<file path="config.mk">
export PLATFORM = sky130hd
export DESIGN_NAME = dscg_top
export DESIGN_NICKNAME = d
export VERILOG_FILES = /design/src/dscg_gate_sel.v /design/src/dscg_unit_map.v /design/src/dscg_top.v
export VERILOG_INCLUDE_DIRS = /design/src
export SDC_FILE = /design/constraint.sdc
export NUM_CORES = 1
export LEC_CHECK = 0
export BUFFER_PORTS_ARGS = -buffer_cell sky130_fd_sc_hd__buf_4
export CAP_MARGIN = 20
export CORE_MARGIN = 4
export CORE_UTILIZATION = 55
export CTS_CLUSTER_SIZE = 28
export DETAILED_ROUTE_END_ITERATION = 16
export PLACE_DENSITY_LB_ADDON = 0.08
export SYNTH_ARGS = -nofsm -noshare
export SYNTH_HDL_FRONTEND = slang
export SYNTH_SLANG_ARGS = --single-unit
</file>
<file path="constraint.sdc">
create_clock -name clk_sys -period 7.8 [get_ports clk_sys]
set_input_delay 0.78 -clock clk_sys [delete_from_list [all_inputs] [get_ports clk_sys]]
set_output_delay 0.78 -clock clk_sys [all_outputs]
set_load 0.05 [all_outputs]
</file>
<file path="src/dscg_defines.vh">
// constants for the deep-sleep clock gate block
`ifndef DSCG_DEFINES_VH
`define DSCG_DEFINES_VH
// ==========================================
// register byte addresses
`define DSCG_RUN_GATE_OFS      12'h104
`define DSCG_SLEEP_GATE_OFS    12'h114
`define DSCG_DEEP_GATE_OFS     12'h124
`define DSCG_RUN_CFG_OFS       12'h060
`define DSCG_INT_STAT_OFS      12'h200
`define DSCG_INT_MASK_OFS      12'h204
`define DSCG_FAULT_ADDR_OFS    12'h208
// ==========================================
// field layout
`define DSCG_GATE_MASK         32'h000F5017
`define DSCG_GATE_RESET        32'h00000000
`define DSCG_ACG_BIT           27
`define DSCG_CFG_RESET         32'h00000000
`define DSCG_NUM_UNITS         10
// ==========================================
// power states
`define DSCG_PWR_RUN           2'h0
`define DSCG_PWR_SLEEP         2'h1
`define DSCG_PWR_DEEP          2'h2
// ==========================================
// interrupt status bits
`define DSCG_EVT_FAULT         0
`define DSCG_EVT_CHANGE        1
`define DSCG_EVT_WIDTH         2
`define DSCG_UNMAPPED_DATA     32'h00000000
`endif

</file>
<file path="src/dscg_gate_sel.v">
// selection of the active gating word from the power state
`timescale 1ns/1ps
`default_nettype none
`include "dscg_defines.vh"
module dscg_gate_sel (
   input  wire [31:0] run_gate,
   input  wire [31:0] sleep_gate,
   input  wire [31:0] deep_gate,
   input  wire [1:0]  pwr_state,
   input  wire        auto_gate,
   output reg  [31:0] active_gate
);
   // ==========================================
   // select
   always @* begin
      active_gate = run_gate;
      if (auto_gate && pwr_state == `DSCG_PWR_SLEEP) begin
         active_gate = sleep_gate;
      end else if (auto_gate && pwr_state == `DSCG_PWR_DEEP) begin
         active_gate = deep_gate;
      end
   end
endmodule // dscg_gate_sel
`default_nettype wire

</file>
<file path="src/dscg_unit_map.v">
// maps the 32-bit gating word onto one enable per peripheral
`timescale 1ns/1ps
`default_nettype none
`include "dscg_defines.vh"
module dscg_unit_map (
   input  wire [31:0] gate_word,
   output wire [9:0]  unit_en
);
   // order: async_serial0_gate..2, sync_serial0_gate, twowire0_gate, twowire1_gate, gptimer0_gate..3
   localparam [319:0] BIT_POS = {32'd19, 32'd18, 32'd17, 32'd16, 32'd14,
                                 32'd12, 32'd4, 32'd2, 32'd1, 32'd0};
   genvar g;
   generate
      for (g = 0; g < 10; g = g + 1) begin : g_unit
         assign unit_en[g] = gate_word[BIT_POS[g*32 +: 5]];
      end
   endgenerate
endmodule // dscg_unit_map
`default_nettype wire

</file>
<file path="src/dscg_top.v">
// deep-sleep clock gate register block with run/sleep companions
//
// The implementer's own choice: the Avalon-MM register port.
`timescale 1ns/1ps
`default_nettype none
`include "dscg_defines.vh"
module dscg_top (
   input  wire        clk_sys,
   input  wire        rst,
   // avalon-mm slave
   input  wire [11:0] avs_address,
   input  wire        avs_read,
   input  wire        avs_write,
   input  wire [31:0] avs_writedata,
   input  wire [3:0]  avs_byteenable,
   output reg  [31:0] avs_readdata,
   output wire        avs_waitrequest,
   // power state from the power manager
   input  wire [1:0]  pwr_state,
   // peripheral bus access check
   input  wire        periph_req,
   input  wire [3:0]  periph_sel,
   output wire        periph_fault,
   // clock enables, one per unit, and the interrupt request
   output wire        async_serial0_gate,
   output wire        async_serial1_gate,
   output wire        async_serial2_gate,
   output wire        sync_serial0_gate,
   output wire        twowire0_gate,
   output wire        twowire1_gate,
   output wire        gptimer0_gate,
   output wire        gptimer1_gate,
   output wire        gptimer2_gate,
   output wire        gptimer3_gate,
   output wire        irq
);
   // ==========================================
   // registers
   reg  [31:0] run_clock_gate_1_r;
   reg  [31:0] sleep_clock_gate_1_r;
   reg  [31:0] deep_sleep_clock_gate_1_r;
   reg  [31:0] run_clock_config_r;
   reg  [1:0]  int_stat_r;
   reg  [1:0]  int_mask_r;
   reg  [3:0]  fault_sel_r;
   reg         ack_r;
   wire [31:0] active_gate;
   wire [9:0]  unit_en;
   wire [31:0] be_mask;
   wire        acc;
   wire        hit_run;
   wire        hit_sleep;
   wire        hit_deep;
   wire        hit_cfg;
   wire        hit_stat;
   wire        hit_mask;
   wire        fault_evt;
   reg  [9:0]  unit_en_q;
   wire        change_evt;
   reg  [1:0]  set_evt;

   assign be_mask   = {{8{avs_byteenable[3]}}, {8{avs_byteenable[2]}},
                       {8{avs_byteenable[1]}}, {8{avs_byteenable[0]}}};
   assign acc       = avs_read | avs_write;
   // one wait state: each access completes on the edge where ack_r is high
   assign avs_waitrequest = acc & ~ack_r;
   assign hit_run   = avs_address == `DSCG_RUN_GATE_OFS;
   assign hit_sleep = avs_address == `DSCG_SLEEP_GATE_OFS;
   assign hit_deep  = avs_address == `DSCG_DEEP_GATE_OFS;
   assign hit_cfg   = avs_address == `DSCG_RUN_CFG_OFS;
   assign hit_stat  = avs_address == `DSCG_INT_STAT_OFS;
   assign hit_mask  = avs_address == `DSCG_INT_MASK_OFS;

   // ==========================================
   // bus slave
   always @(posedge clk_sys or posedge rst) begin
      if (rst) begin
         ack_r <= 1'b0;
      end else begin
         ack_r <= acc & ~ack_r;
      end
   end

   always @(posedge clk_sys or posedge rst) begin
      if (rst) begin
         run_clock_gate_1_r        <= `DSCG_GATE_RESET;
         sleep_clock_gate_1_r      <= `DSCG_GATE_RESET;
         deep_sleep_clock_gate_1_r <= `DSCG_GATE_RESET;
         run_clock_config_r        <= `DSCG_CFG_RESET;
         int_mask_r                <= 2'h0;
      end else if (avs_write && ack_r) begin
         // masking keeps reserved positions of the three gate registers at zero; run_clock_config_r keeps all 32 bits
         if (hit_run) begin
            run_clock_gate_1_r <= ((run_clock_gate_1_r & ~be_mask) | (avs_writedata & be_mask))
                                  & `DSCG_GATE_MASK;
         end else if (hit_sleep) begin
            sleep_clock_gate_1_r <= ((sleep_clock_gate_1_r & ~be_mask) | (avs_writedata & be_mask))
                                    & `DSCG_GATE_MASK;
         end else if (hit_deep) begin
            deep_sleep_clock_gate_1_r <= ((deep_sleep_clock_gate_1_r & ~be_mask) | (avs_writedata & be_mask))
                                         & `DSCG_GATE_MASK;
         end else if (hit_cfg) begin
            run_clock_config_r <= (run_clock_config_r & ~be_mask) | (avs_writedata & be_mask);
         end else if (hit_mask) begin
            if (avs_byteenable[0]) begin
               int_mask_r <= avs_writedata[1:0];
            end
         end
      end
   end

   always @(posedge clk_sys or posedge rst) begin
      if (rst) begin
         avs_readdata <= 32'h00000000;
      end else if (avs_read && !ack_r) begin
         if (hit_run) begin
            avs_readdata <= run_clock_gate_1_r;
         end else if (hit_sleep) begin
            avs_readdata <= sleep_clock_gate_1_r;
         end else if (hit_deep) begin
            avs_readdata <= deep_sleep_clock_gate_1_r;
         end else if (hit_cfg) begin
            avs_readdata <= run_clock_config_r;
         end else if (hit_stat) begin
            avs_readdata <= {30'h0, int_stat_r};
         end else if (hit_mask) begin
            avs_readdata <= {30'h0, int_mask_r};
         end else if (avs_address == `DSCG_FAULT_ADDR_OFS) begin
            avs_readdata <= {28'h0000000, fault_sel_r};
         end else begin
            avs_readdata <= `DSCG_UNMAPPED_DATA;
         end
      end
   end

   // ==========================================
   // gate selection and outputs
   dscg_gate_sel u_sel (
      .run_gate    (run_clock_gate_1_r),
      .sleep_gate  (sleep_clock_gate_1_r),
      .deep_gate   (deep_sleep_clock_gate_1_r),
      .pwr_state   (pwr_state),
      .auto_gate   (run_clock_config_r[`DSCG_ACG_BIT]),
      .active_gate (active_gate)
   );

   dscg_unit_map u_map (
      .gate_word (active_gate),
      .unit_en   (unit_en)
   );

   assign async_serial0_gate = unit_en[0];
   assign async_serial1_gate = unit_en[1];
   assign async_serial2_gate = unit_en[2];
   assign sync_serial0_gate  = unit_en[3];
   assign twowire0_gate      = unit_en[4];
   assign twowire1_gate      = unit_en[5];
   assign gptimer0_gate      = unit_en[6];
   assign gptimer1_gate      = unit_en[7];
   assign gptimer2_gate      = unit_en[8];
   assign gptimer3_gate      = unit_en[9];

   // ==========================================
   // bus fault on access to a stopped unit
   // combinational so the fabric can end the access in the same cycle
   assign periph_fault = periph_req & (periph_sel < 4'hA) & ~unit_en[periph_sel];
   assign fault_evt    = periph_fault;

   always @(posedge clk_sys or posedge rst) begin
      if (rst) begin
         fault_sel_r <= 4'h0;
      end else if (fault_evt) begin
         fault_sel_r <= periph_sel;
      end
   end

   // ==========================================
   // interrupts
   always @(posedge clk_sys or posedge rst) begin
      if (rst) begin
         unit_en_q <= 10'h000;
      end else begin
         unit_en_q <= unit_en;
      end
   end
   assign change_evt = unit_en_q != unit_en;

   always @* begin
      set_evt = 2'h0;
      set_evt[`DSCG_EVT_FAULT]  = fault_evt;
      set_evt[`DSCG_EVT_CHANGE] = change_evt;
   end

   always @(posedge clk_sys or posedge rst) begin
      if (rst) begin
         int_stat_r <= 2'h0;
      end else if (avs_read && ack_r && hit_stat) begin
         // new event in the clearing cycle survives
         int_stat_r <= set_evt;
      end else begin
         int_stat_r <= int_stat_r | set_evt;
      end
   end

   assign irq = |(int_stat_r & int_mask_r);
endmodule // dscg_top
`default_nettype wire

</file>
==> impl_metrics.yaml, run 1 <==
global_route:
  met2_usage_pct: 37.87
  grt_pass1_wl_um: 19890
  grt_overflow_total: 0
  met3_usage_pct: 6.733
  grt_use_total_pct: 22.96
  grt_max_degree: 76
  busiest_layer: "met2"
  use_met1_pct: 30.25
  grt_pass1_vias: 3920
  antenna_found_initial: 0
clocking:
  htreeDepth: 4
  cts_hold_buffers: 0
  post_cts_buffers: 0
  cts_buffers: 17
  cts.clk_slew.worst_paths_ns: 0.06
  cts_resized: 0
  cts_tree: "yes"
  cts.sinks: 113
  root_buffer: "clkbuf_8"
  worstSkewPairLatency_ns: 0.51
  clockBufferDepth: 2
timing:
  fin_hold_ws_ns: 0.2989
  post-route-min-period_ns: 3.562
  rsz0062_at_grt: "false"
  worstMarginPinSlew_ns: 1.002
  finalSetupTns_ns: 0
  slew_violations: 0
  slew_headroom_pct: 33.19
  finalSetupViolCount: 0
  hold_violations: 0
  min_period_over_period_pct: 45.67
  worst_slack_ns: 4.238
  fmax_ghz: 0.2807
  clock_skew_ns: 0.007129
route:
  drt-initial-drc-count: 205
  antenna_left: 0
  wl_um: 12120
  drc: 0
  vias: 3821
  dr.pass1.iters: 4
  wl_per_cell_um: 18.42
  routed_via_density: 5.807
die:
  coreArea_um2: 9153
  dieArea_um2: 10950
  num_io_pins: 104
  die_h_um: 104.7
  rows: 35
  initial_core_util_pct: 56.14
  die_x_um: 104.7
place:
  place.port_buffers: 103
  gp_congestion: 0.8637
  hpwl_um: 8706
  dp_slack_ns: 4.356
power:
  p_per_area_nw_per_um2: 233.2
  peakVddDrop_uv: 208.7
  cellLeakagePower_uw: 0.003392
  power_uw: 1531
critical_path:
  critPathRequiredTime_ns: 7.02
  crit_chain: "and2_4, a2bb2oi_1, a22oi_1, a31oi_4, inv_1, buf_4"
  max_stage_delay_ns: 0.77
  cp_max_fo: 22
  cp.arrival_ns: 2.78
  critPathKind: "reg2out"
  cpMaxStageDelayCell: "dfrtp_1"
  crit_family: "compound AO/OA/AOI/OAI gates"
  worst_setup_path_end_kind: "output port"
  crit_buf_inv: 2
  start_kind: "flop"
yosys:
  synth_ff_type: "dfrtp_1"
  synth_area_um2: 5139
  synth_top_area_cell: "dfrtp_1"
  netlist_instances: 432
  syn-num-nets: 491
  synth_area_per_cell_um2: 11.90
  ys_top_cells_by_area: "dfrtp_1 55%, mux2_2 14%, nand2_1 4.2%"
  yosysUniqueCellTypes: 51
  seq_area_frac_synth_pct: 55.03
  synth-seq-cells: 113
  synth_edf_count: 0
  async_flop_share_pct: 100.0
  yosys.area.top_type_share_pct: 55.03
  ys_warn_count: 0
layout:
  n_antenna_cell: 0
  fin_nets: 593
  drive_above_1_share_pct: 41.13
  areaGrowthSynthToFinish_pct: 27.78
run_status:
  outcome: "completed"
worst_hold_path:
  hp-class: "in2async"
run:
  cap_violations: 0
synth_stat cells, types with 2 or more instances:
cell         n
nand3_1     25
mux2_4       5
and2_1       4
buf_6        3
o22ai_1     10
mux2_2      62
mux2i_1      3
clkbuf_1     8
nand4_1      2
a31oi_1     10
a22o_1       2
nand2_2      2
nor2_1      19
nor2b_1      2
nor3_1       3
a22oi_1     18
a221oi_1     3
buf_4        2
o21ai_0      4
nand2b_1     5
inv_1        7
a2111oi_2    2
buf_2        7
a21oi_1      8
dfrtp_1    113
buf_1        2
nor3_4       3
and3_1       5
xor2_1      10
a2bb2oi_1    4
nand2_1     57
a211oi_1     3
final timing paths:
| path | startpoint | end | slack, ns | depth (start not counted) |
|---|---|---|---|---|
| min in group clk_sys | avs_readdata[28]$_DFFE_PP0P_ | avs_readdata[28]$_DFFE_PP0P_ | 0.46 | 2 |
| hold / removal | rst | avs_readdata[29]$_DFFE_PP0P_ | 0.30 | 2 |
| setup / recovery | flop | periph_fault | 4.24 | 6 |
| max in group asynchronous | rst | avs_readdata[9]$_DFFE_PP0P_ | 6.21 | 3 |
| hold reg to reg | avs_readdata[28]$_DFFE_PP0P_ | avs_readdata[28]$_DFFE_PP0P_ | 0.46 | 2 |
| setup reg to reg | flop | fault_sel_r[0]$_DFFE_PP0P_ | 5.34 | 5 |
metal layers:
layer | up-vias | wire, µm
met5 | - | 0
met4 | 0 | 122
met3 | 13 | 528
met2 | 82 | 6219
met1 | 1941 | 5251
li1 | 1785 | -
logic make-up after synthesis:
group	after synthesis	synth area share, %
multiplexers	70	15.63
AND/OR/NAND/NOR	138	14.05
XOR/XNOR	11	2.021
AO/OA/AOI/OAI	70	10.30
flip-flops	113	55.03
buffers and inverters	30	2.970
metrics by stage:
stage | cells | util, % | instance area (µm²)
3_5_place_dp | 626 | 65.10 | 5958
2_1_floorplan | 432 | - | 5139
5_1_grt | 658 | 71.74 | 6566
6_report | 658 | 71.74 | 6566
3_3_place_gp | 626 | 65.10 | 5958
4_1_cts | 658 | 71.74 | 6566
layout by cell type (no fill, tap or decap), drive strengths merged:
cell / Yosys / layout
clkbuf: 9 / 18
a221oi: 4 / 4
a2111oi: 4 / 4
and3: 6 / 6
bufinv: 0 / 3
xor2: 11 / 11
nand2: 60 / 60
nor4: 1 / 1
nor3b: 1 / 1
nor3: 7 / 7
or4: 1 / 1
a31oi: 11 / 11
buf: 14 / 106
clkinvlp: 0 / 2
and2: 5 / 5
o22ai: 10 / 10
a21oi: 8 / 8
nor2: 19 / 19
dfrtp: 113 / 113
o21ai: 4 / 4
mux2: 67 / 67
nand4b: 1 / 1
nand3: 25 / 25
a2bb2oi: 5 / 5
a21o: 1 / 1
a211oi: 3 / 3
inv: 7 / 10
clkinv: 0 / 6
and4b: 1 / 1
a22o: 2 / 2
mux2i: 3 / 3
nand4: 3 / 3
a22oi: 18 / 18
nand2b: 5 / 5
nor2b: 2 / 2
and4: 1 / 1
power by group:
group          internal, µW  switching [µW]  total (µW)  leakage (µW)
Sequential              601            11.4         613       0.00155
Clock                   499             279         778      0.000292
Combinational          52.1            88.8         141       0.00155
area by class of cell:
class	count	area (µm²)
clock buffer	18	427.9
clock inverter	14	180.2
multi-input combinational	289	2167
fill	665	2586
inverter	7	28.78
tap	111	138.9
sequential	113	2828
timing repair buffer	106	795.8
worst register-to-register path, delay by kind of cell (launching register included):
kind,cells,cell delay [ns]
AOI/OAI and AO/OA,3,0.92
DFF,1,0.77
muxes,1,0.33
and+or+nand+nor,1,0.32
No activity file was read; power rests on OpenSTA's default activity.
==> run 2: changes to the inputs <==
Clock period 7.8 ns to 3.6 ns, I/O delays scaled along.
==> impl_metrics.yaml, run 2 (synthesized netlist as in run 1, its figures left out) <==
clocking:
  clockBufferDepth: 2
  cts_resized: 0
  cts.sinks: 113
  htreeDepth: 4
  cts.clk_slew.worst_paths_ns: 0.06
  root_buffer: "clkbuf_8"
  cts_tree: "yes"
  cts_buffers: 17
  worstSkewPairLatency_ns: 0.51
  cts_hold_buffers: 0
  post_cts_buffers: 0
timing:
  finalSetupViolCount: 0
  fmax_ghz: 0.3162
  slew_violations: 0
  clock_skew_ns: 0.009885
  rsz0062_at_grt: "false"
  slew_headroom_pct: 32.23
  hold_violations: 0
  min_period_over_period_pct: 87.84
  worst_slack_ns: 0.4377
  post-route-min-period_ns: 3.162
  finalSetupTns_ns: 0
  worstMarginPinSlew_ns: 1.017
route:
  wl_um: 12650
  routed_via_density: 5.818
  wl_per_cell_um: 19.20
  drc: 0
  drt-initial-drc-count: 229
  vias: 3834
  antenna_left: 0
  dr.pass1.iters: 4
critical_path:
  max_stage_delay_ns: 0.62
  start_kind: "flop"
  crit_path_end: "periph_fault"
  critPathKind: "reg2out"
  cp.arrival_ns: 2.80
  cpMaxStageDelayCell: "dfrtp_2"
  cp.depth: 6
  ff2ff_path_depth: 5
  crit_family: "compound AO/OA/AOI/OAI gates"
  critPathRequiredTime_ns: 3.24
  r2r-end: "fault_sel_r[2]$_DFFE_PP0P_"
  cp_max_fo: 22
  crit_buf_inv: 2
  crit_chain: "and2_4, a2bb2oi_1, a211oi_1, a31oi_4, inv_1, buf_4"
  rrSetupSlack_ns: 1.13
  worst_setup_path_end_kind: "output port"
layout:
  fill_cells: 675
  areaGrowthSynthToFinish_pct: 28.54
  n_antenna_cell: 0
  drive_above_1_share_pct: 41.42
  layout_common_cells: "112 x dfrtp_1, 106 x buf_4, 62 x mux2_2"
  layout_commonest_cell: "dfrtp_1"
  multi_input_area_um2: 2167
  ff_latch_area_um2: 2829
  fin_nets: 594
power:
  seqPwrFrac_pct: 39.2
  p_int_uw: 2577
  p_per_area_nw_per_um2: 513.5
  switchingPower_uw: 814.4
  power_frac_comb_pct: 9.1
  peakVddDrop_uv: 458.5
  power_uw: 3392
  p_sw_share_pct: 24.01
  p_clk_share_pct: 51.6
  cellLeakagePower_uw: 0.003409
run_status:
  outcome: "completed"
die:
  die_x_um: 104.7
  coreArea_um2: 9153
  die_h_um: 104.7
  num_io_pins: 104
  dieArea_um2: 10950
  rows: 35
  initial_core_util_pct: 56.14
place:
  gp_congestion: 0.8678
  hpwl_um: 8904
  dp_slack_ns: 0.7601
  place.port_buffers: 103
run:
  cap_violations: 0
global_route:
  grt_overflow_total: 0
  grt_pass1_vias: 3995
  grt_pass1_wl_um: 20660
  grt_max_degree: 66
  antenna_found_initial: 0
  grt_use_total_pct: 24.07
worst_hold_path:
  hp-class: "in2async"
==> run 2: cell count changes in the layout (fill, tap and decap cells not counted), sizes merged <==
cell	change
clkinvlp	+1
clkbuf	+1
bufinv	+1
clkinv	-1
buf	+1
inv	-2
==> run 2: layer usage <==
metal,vias up,part of all wire [%],GRT usage (%)
met5,-,0,0
met4,0,2.2,9.466
met3,25,4.6,5.559
met2,109,51,40.08
met1,1927,42,30.63
li1,1773,-,-
==> run 2: metrics by stage <==
stage	area, µm²	utilization (%)	hold slack (ns)	instances
after detailed placement	5978	65.32	0.4578	627
after global placement	5978	65.32	0.4510	627
after floorplan	5139	-	0.4506	432
after CTS	6604	72.15	0.04369	659
final	6605	72.17	0.01167	659
after global routing	6605	72.17	0.05949	659
==> run 2: worst min path at each step <==
stage,depth (start not counted),startpoint,to,slack [ns]
2_1_floorplan,1,fault_sel_r[3]$_DFFE_PP0P_,fault_sel_r[3]$_DFFE_PP0P_,0.45
3_3_place_gp,2,avs_readdata[24]$_DFFE_PP0P_,avs_readdata[24]$_DFFE_PP0P_,0.45
3_5_place_dp,2,avs_readdata[20]$_DFFE_PP0P_,avs_readdata[20]$_DFFE_PP0P_,0.46
4_1_cts,2,rst,async pin,0.04
5_1_grt,2,avs_writedata[24],flop,0.06
6_report,2,rst,async pin,0.01
==> run 2: final cells by class <==
cell class / instances / share of cell area [%]
flip-flops and latches: 113 / 42.83
multi-input cells: 289 / 32.81
clock inverters: 13 / 2.785
repair buffers: 107 / 12.35
inverters: 7 / 0.4357
clock buffers: 19 / 6.687
well taps: 111 / 2.103
==> run 2: power groups by stage <==
stage	logic (µW)	registers (µW)	clock network, µW
4_1_cts	314	1330	1770
3_3_place_gp	310	1350	0
5_1_grt	333	1330	1830
6_report	310	1330	1750
2_1_floorplan	119	1410	0
3_5_place_dp	313	1350	0
==> run 3: changes to the inputs <==
Settings changed: ABC_AREA set to 1.
Clock period 3.6 ns to 4.04 ns, I/O delays scaled along.
==> impl_metrics.yaml, run 3 <==
run_status:
  outcome: "completed"
route:
  drc: 0
  routed_via_density: 5.384
  drt-initial-drc-count: 422
  wl_um: 14160
  wl_per_cell_um: 15.56
  dr.pass1.iters: 5
  antenna_left: 0
  vias: 4899
timing:
  rsz0062_at_grt: "false"
  min_period_over_period_pct: 76.05
  hold_violations: 0
  worstMarginPinSlew_ns: 0.8303
  clock_skew_ns: 0.008329
  slew_headroom_pct: 44.44
  fmax_ghz: 0.3255
  finalSetupTns_ns: 0
  post-route-min-period_ns: 3.073
  finalSetupViolCount: 0
  slew_violations: 0
layout:
  n_antenna_cell: 0
  drive_above_1_share_pct: 23.81
  design_area_um2: 6879
  fin_nets: 824
  areaGrowthSynthToFinish_pct: 25.38
  layout_commonest_cell: "nand2_1"
  layout_common_cells: "206 x nand2_1, 113 x dfrtp_1, 107 x buf_4"
global_route:
  grt_pass1_vias: 4914
  grt_max_degree: 45
  use_met1_pct: 34.57
  met3_usage_pct: 6.479
  grt_overflow_total: 0
  grt_use_total_pct: 25.90
  busiest_layer: "met2"
  grt_pass1_wl_um: 23460
  met2_usage_pct: 41.47
  antenna_found_initial: 0
die:
  coreArea_um2: 9729
  num_io_pins: 104
  die_x_um: 107.9
  dieArea_um2: 11640
  initial_core_util_pct: 56.39
  die_h_um: 107.9
  rows: 36
yosys:
  ys_warn_count: 0
  synth.most_common_cell: "nand2_1"
  ys_top_cells_by_area: "dfrtp_1 52%, nand2_1 14%, nand3_1 6.3%"
  synth_edf_count: 0
  synth_common_cells: "206 x nand2_1, 113 x dfrtp_1, 69 x nand3_1, 57 x inv_1, 40 x nor2_1"
  netlist_instances: 659
  synth-seq-cells: 113
  syn-num-nets: 718
  async_flop_share_pct: 100.0
  synth_top_area_cell: "dfrtp_1"
  yosys.area.top_type_share_pct: 51.54
  yosysUniqueCellTypes: 38
  seq_area_frac_synth_pct: 51.54
  synth_area_um2: 5487
  synth_ff_type: "dfrtp_1"
  synth_area_per_cell_um2: 8.326
clocking:
  cts_resized: 0
  clockBufferDepth: 2
  root_buffer: "clkbuf_8"
  cts.clk_slew.worst_paths_ns: 0.06
  worstSkewPairLatency_ns: 0.53
  cts_buffers: 17
  cts.sinks: 113
  htreeDepth: 4
  cts_tree: "yes"
place:
  place.port_buffers: 103
  hpwl_um: 10010
  post_dp_cell_area_um2: 6331
  gp_congestion: 0.9004
power:
  p_clk_share_pct: 47.2
  cellLeakagePower_uw: 0.003747
  seqPwrFrac_pct: 42.5
  peakVddDrop_uv: 266.5
  power_frac_comb_pct: 10.3
  switchingPower_uw: 724.8
  p_sw_share_pct: 26.12
  p_per_area_nw_per_um2: 403.3
  p_int_uw: 2050
critical_path:
  worst_setup_path_end_kind: "output port"
  cp.arrival_ns: 2.67
  critPathRequiredTime_ns: 3.64
  start_kind: "flop"
  critPathKind: "reg2out"
  rrSetupSlack_ns: 1.91
  cp_max_fo: 16
run:
  cap_violations: 0
worst_hold_path:
  hp-class: "in2reg"
## run 3: worst paths after layout
kind                                       start                         end  cells after the start
worst max register to register              flop  fault_sel_r[2]$_DFFE_PP0P_                      9
worst min-delay path            avs_writedata[3]                        flop                      3
worst max-delay path                        flop                periph_fault                      9
max in group asynchronous                    rst                   async pin                      4
min in group asynchronous                    rst                   async pin                      3
worst min register to register              flop                        flop                      2
## run 3: cell type report
class                      count  area (µm²)
clock buffer                  22       462.9
clock inverter                 9       60.06
fill                         796        2850
inverter                      68       260.3
multi-input combinational    456        2273
sequential                   113        2828
tap                          133       166.4
timing repair buffer         109       828.3
## run 3: per-stage QoR
stage	utilization [%]	hold WS, ns	power (µW)	instances	worst slack (ns)
final	70.70	0.07921	2774	910	0.9674
after global routing	70.70	0.07472	2859	910	0.7860
after CTS	70.55	0.06679	2788	909	0.9691
after detailed placement	65.07	0.4621	1482	877	1.552
after global placement	65.07	0.4547	1477	877	1.641
after floorplan	-	0.4425	1360	659	0.6486
## run 3: per-layer routing
metal	part of all wire, %	vias up
li1	-	2356
met1	44	2347
met2	48	175
met3	6.6	21
met4	1.4	0
met5	0	-
## run 3: kinds of logic after synthesis
logic type | after synthesis | share of synthesized area (%)
buffers and inverters | 90 | 7.070
AOI/OAI and AO/OA | 70 | 7.822
muxes | 7 | 1.300
DFF | 113 | 51.54
and+or+nand+nor | 374 | 31.47
xor gates and xnor gates | 5 | 0.7983
## run 3: power groups by stage
stage	Clock [µW]	Combinational [µW]	Sequential, µW
after CTS	1320	287	1180
final	1310	287	1180
after global placement	0	280	1200
after global routing	1370	310	1180
after floorplan	0	105	1250
after detailed placement	0	286	1200
## run 3: timing repair
| action | in CTS | in global routing |
|---|---|---|
| setup endpoints to repair | 0 | 0 |
| buffers inserted | 0 | 0 |
| endpoints found under the hold margin | 42 | 0 |
| hold buffers | 1 | 0 |
## run 3: critical path, stage by stage, from the launching register on
cell,delay (ns)
dfrtp_1,0.70
nand3_2,0.42
nand3_1,0.24
nand3_4,0.11
nor2_2,0.11
nor2_2,0.06
nor2_4,0.12
nand3_4,0.11
nand2_4,0.09
buf_4,0.19
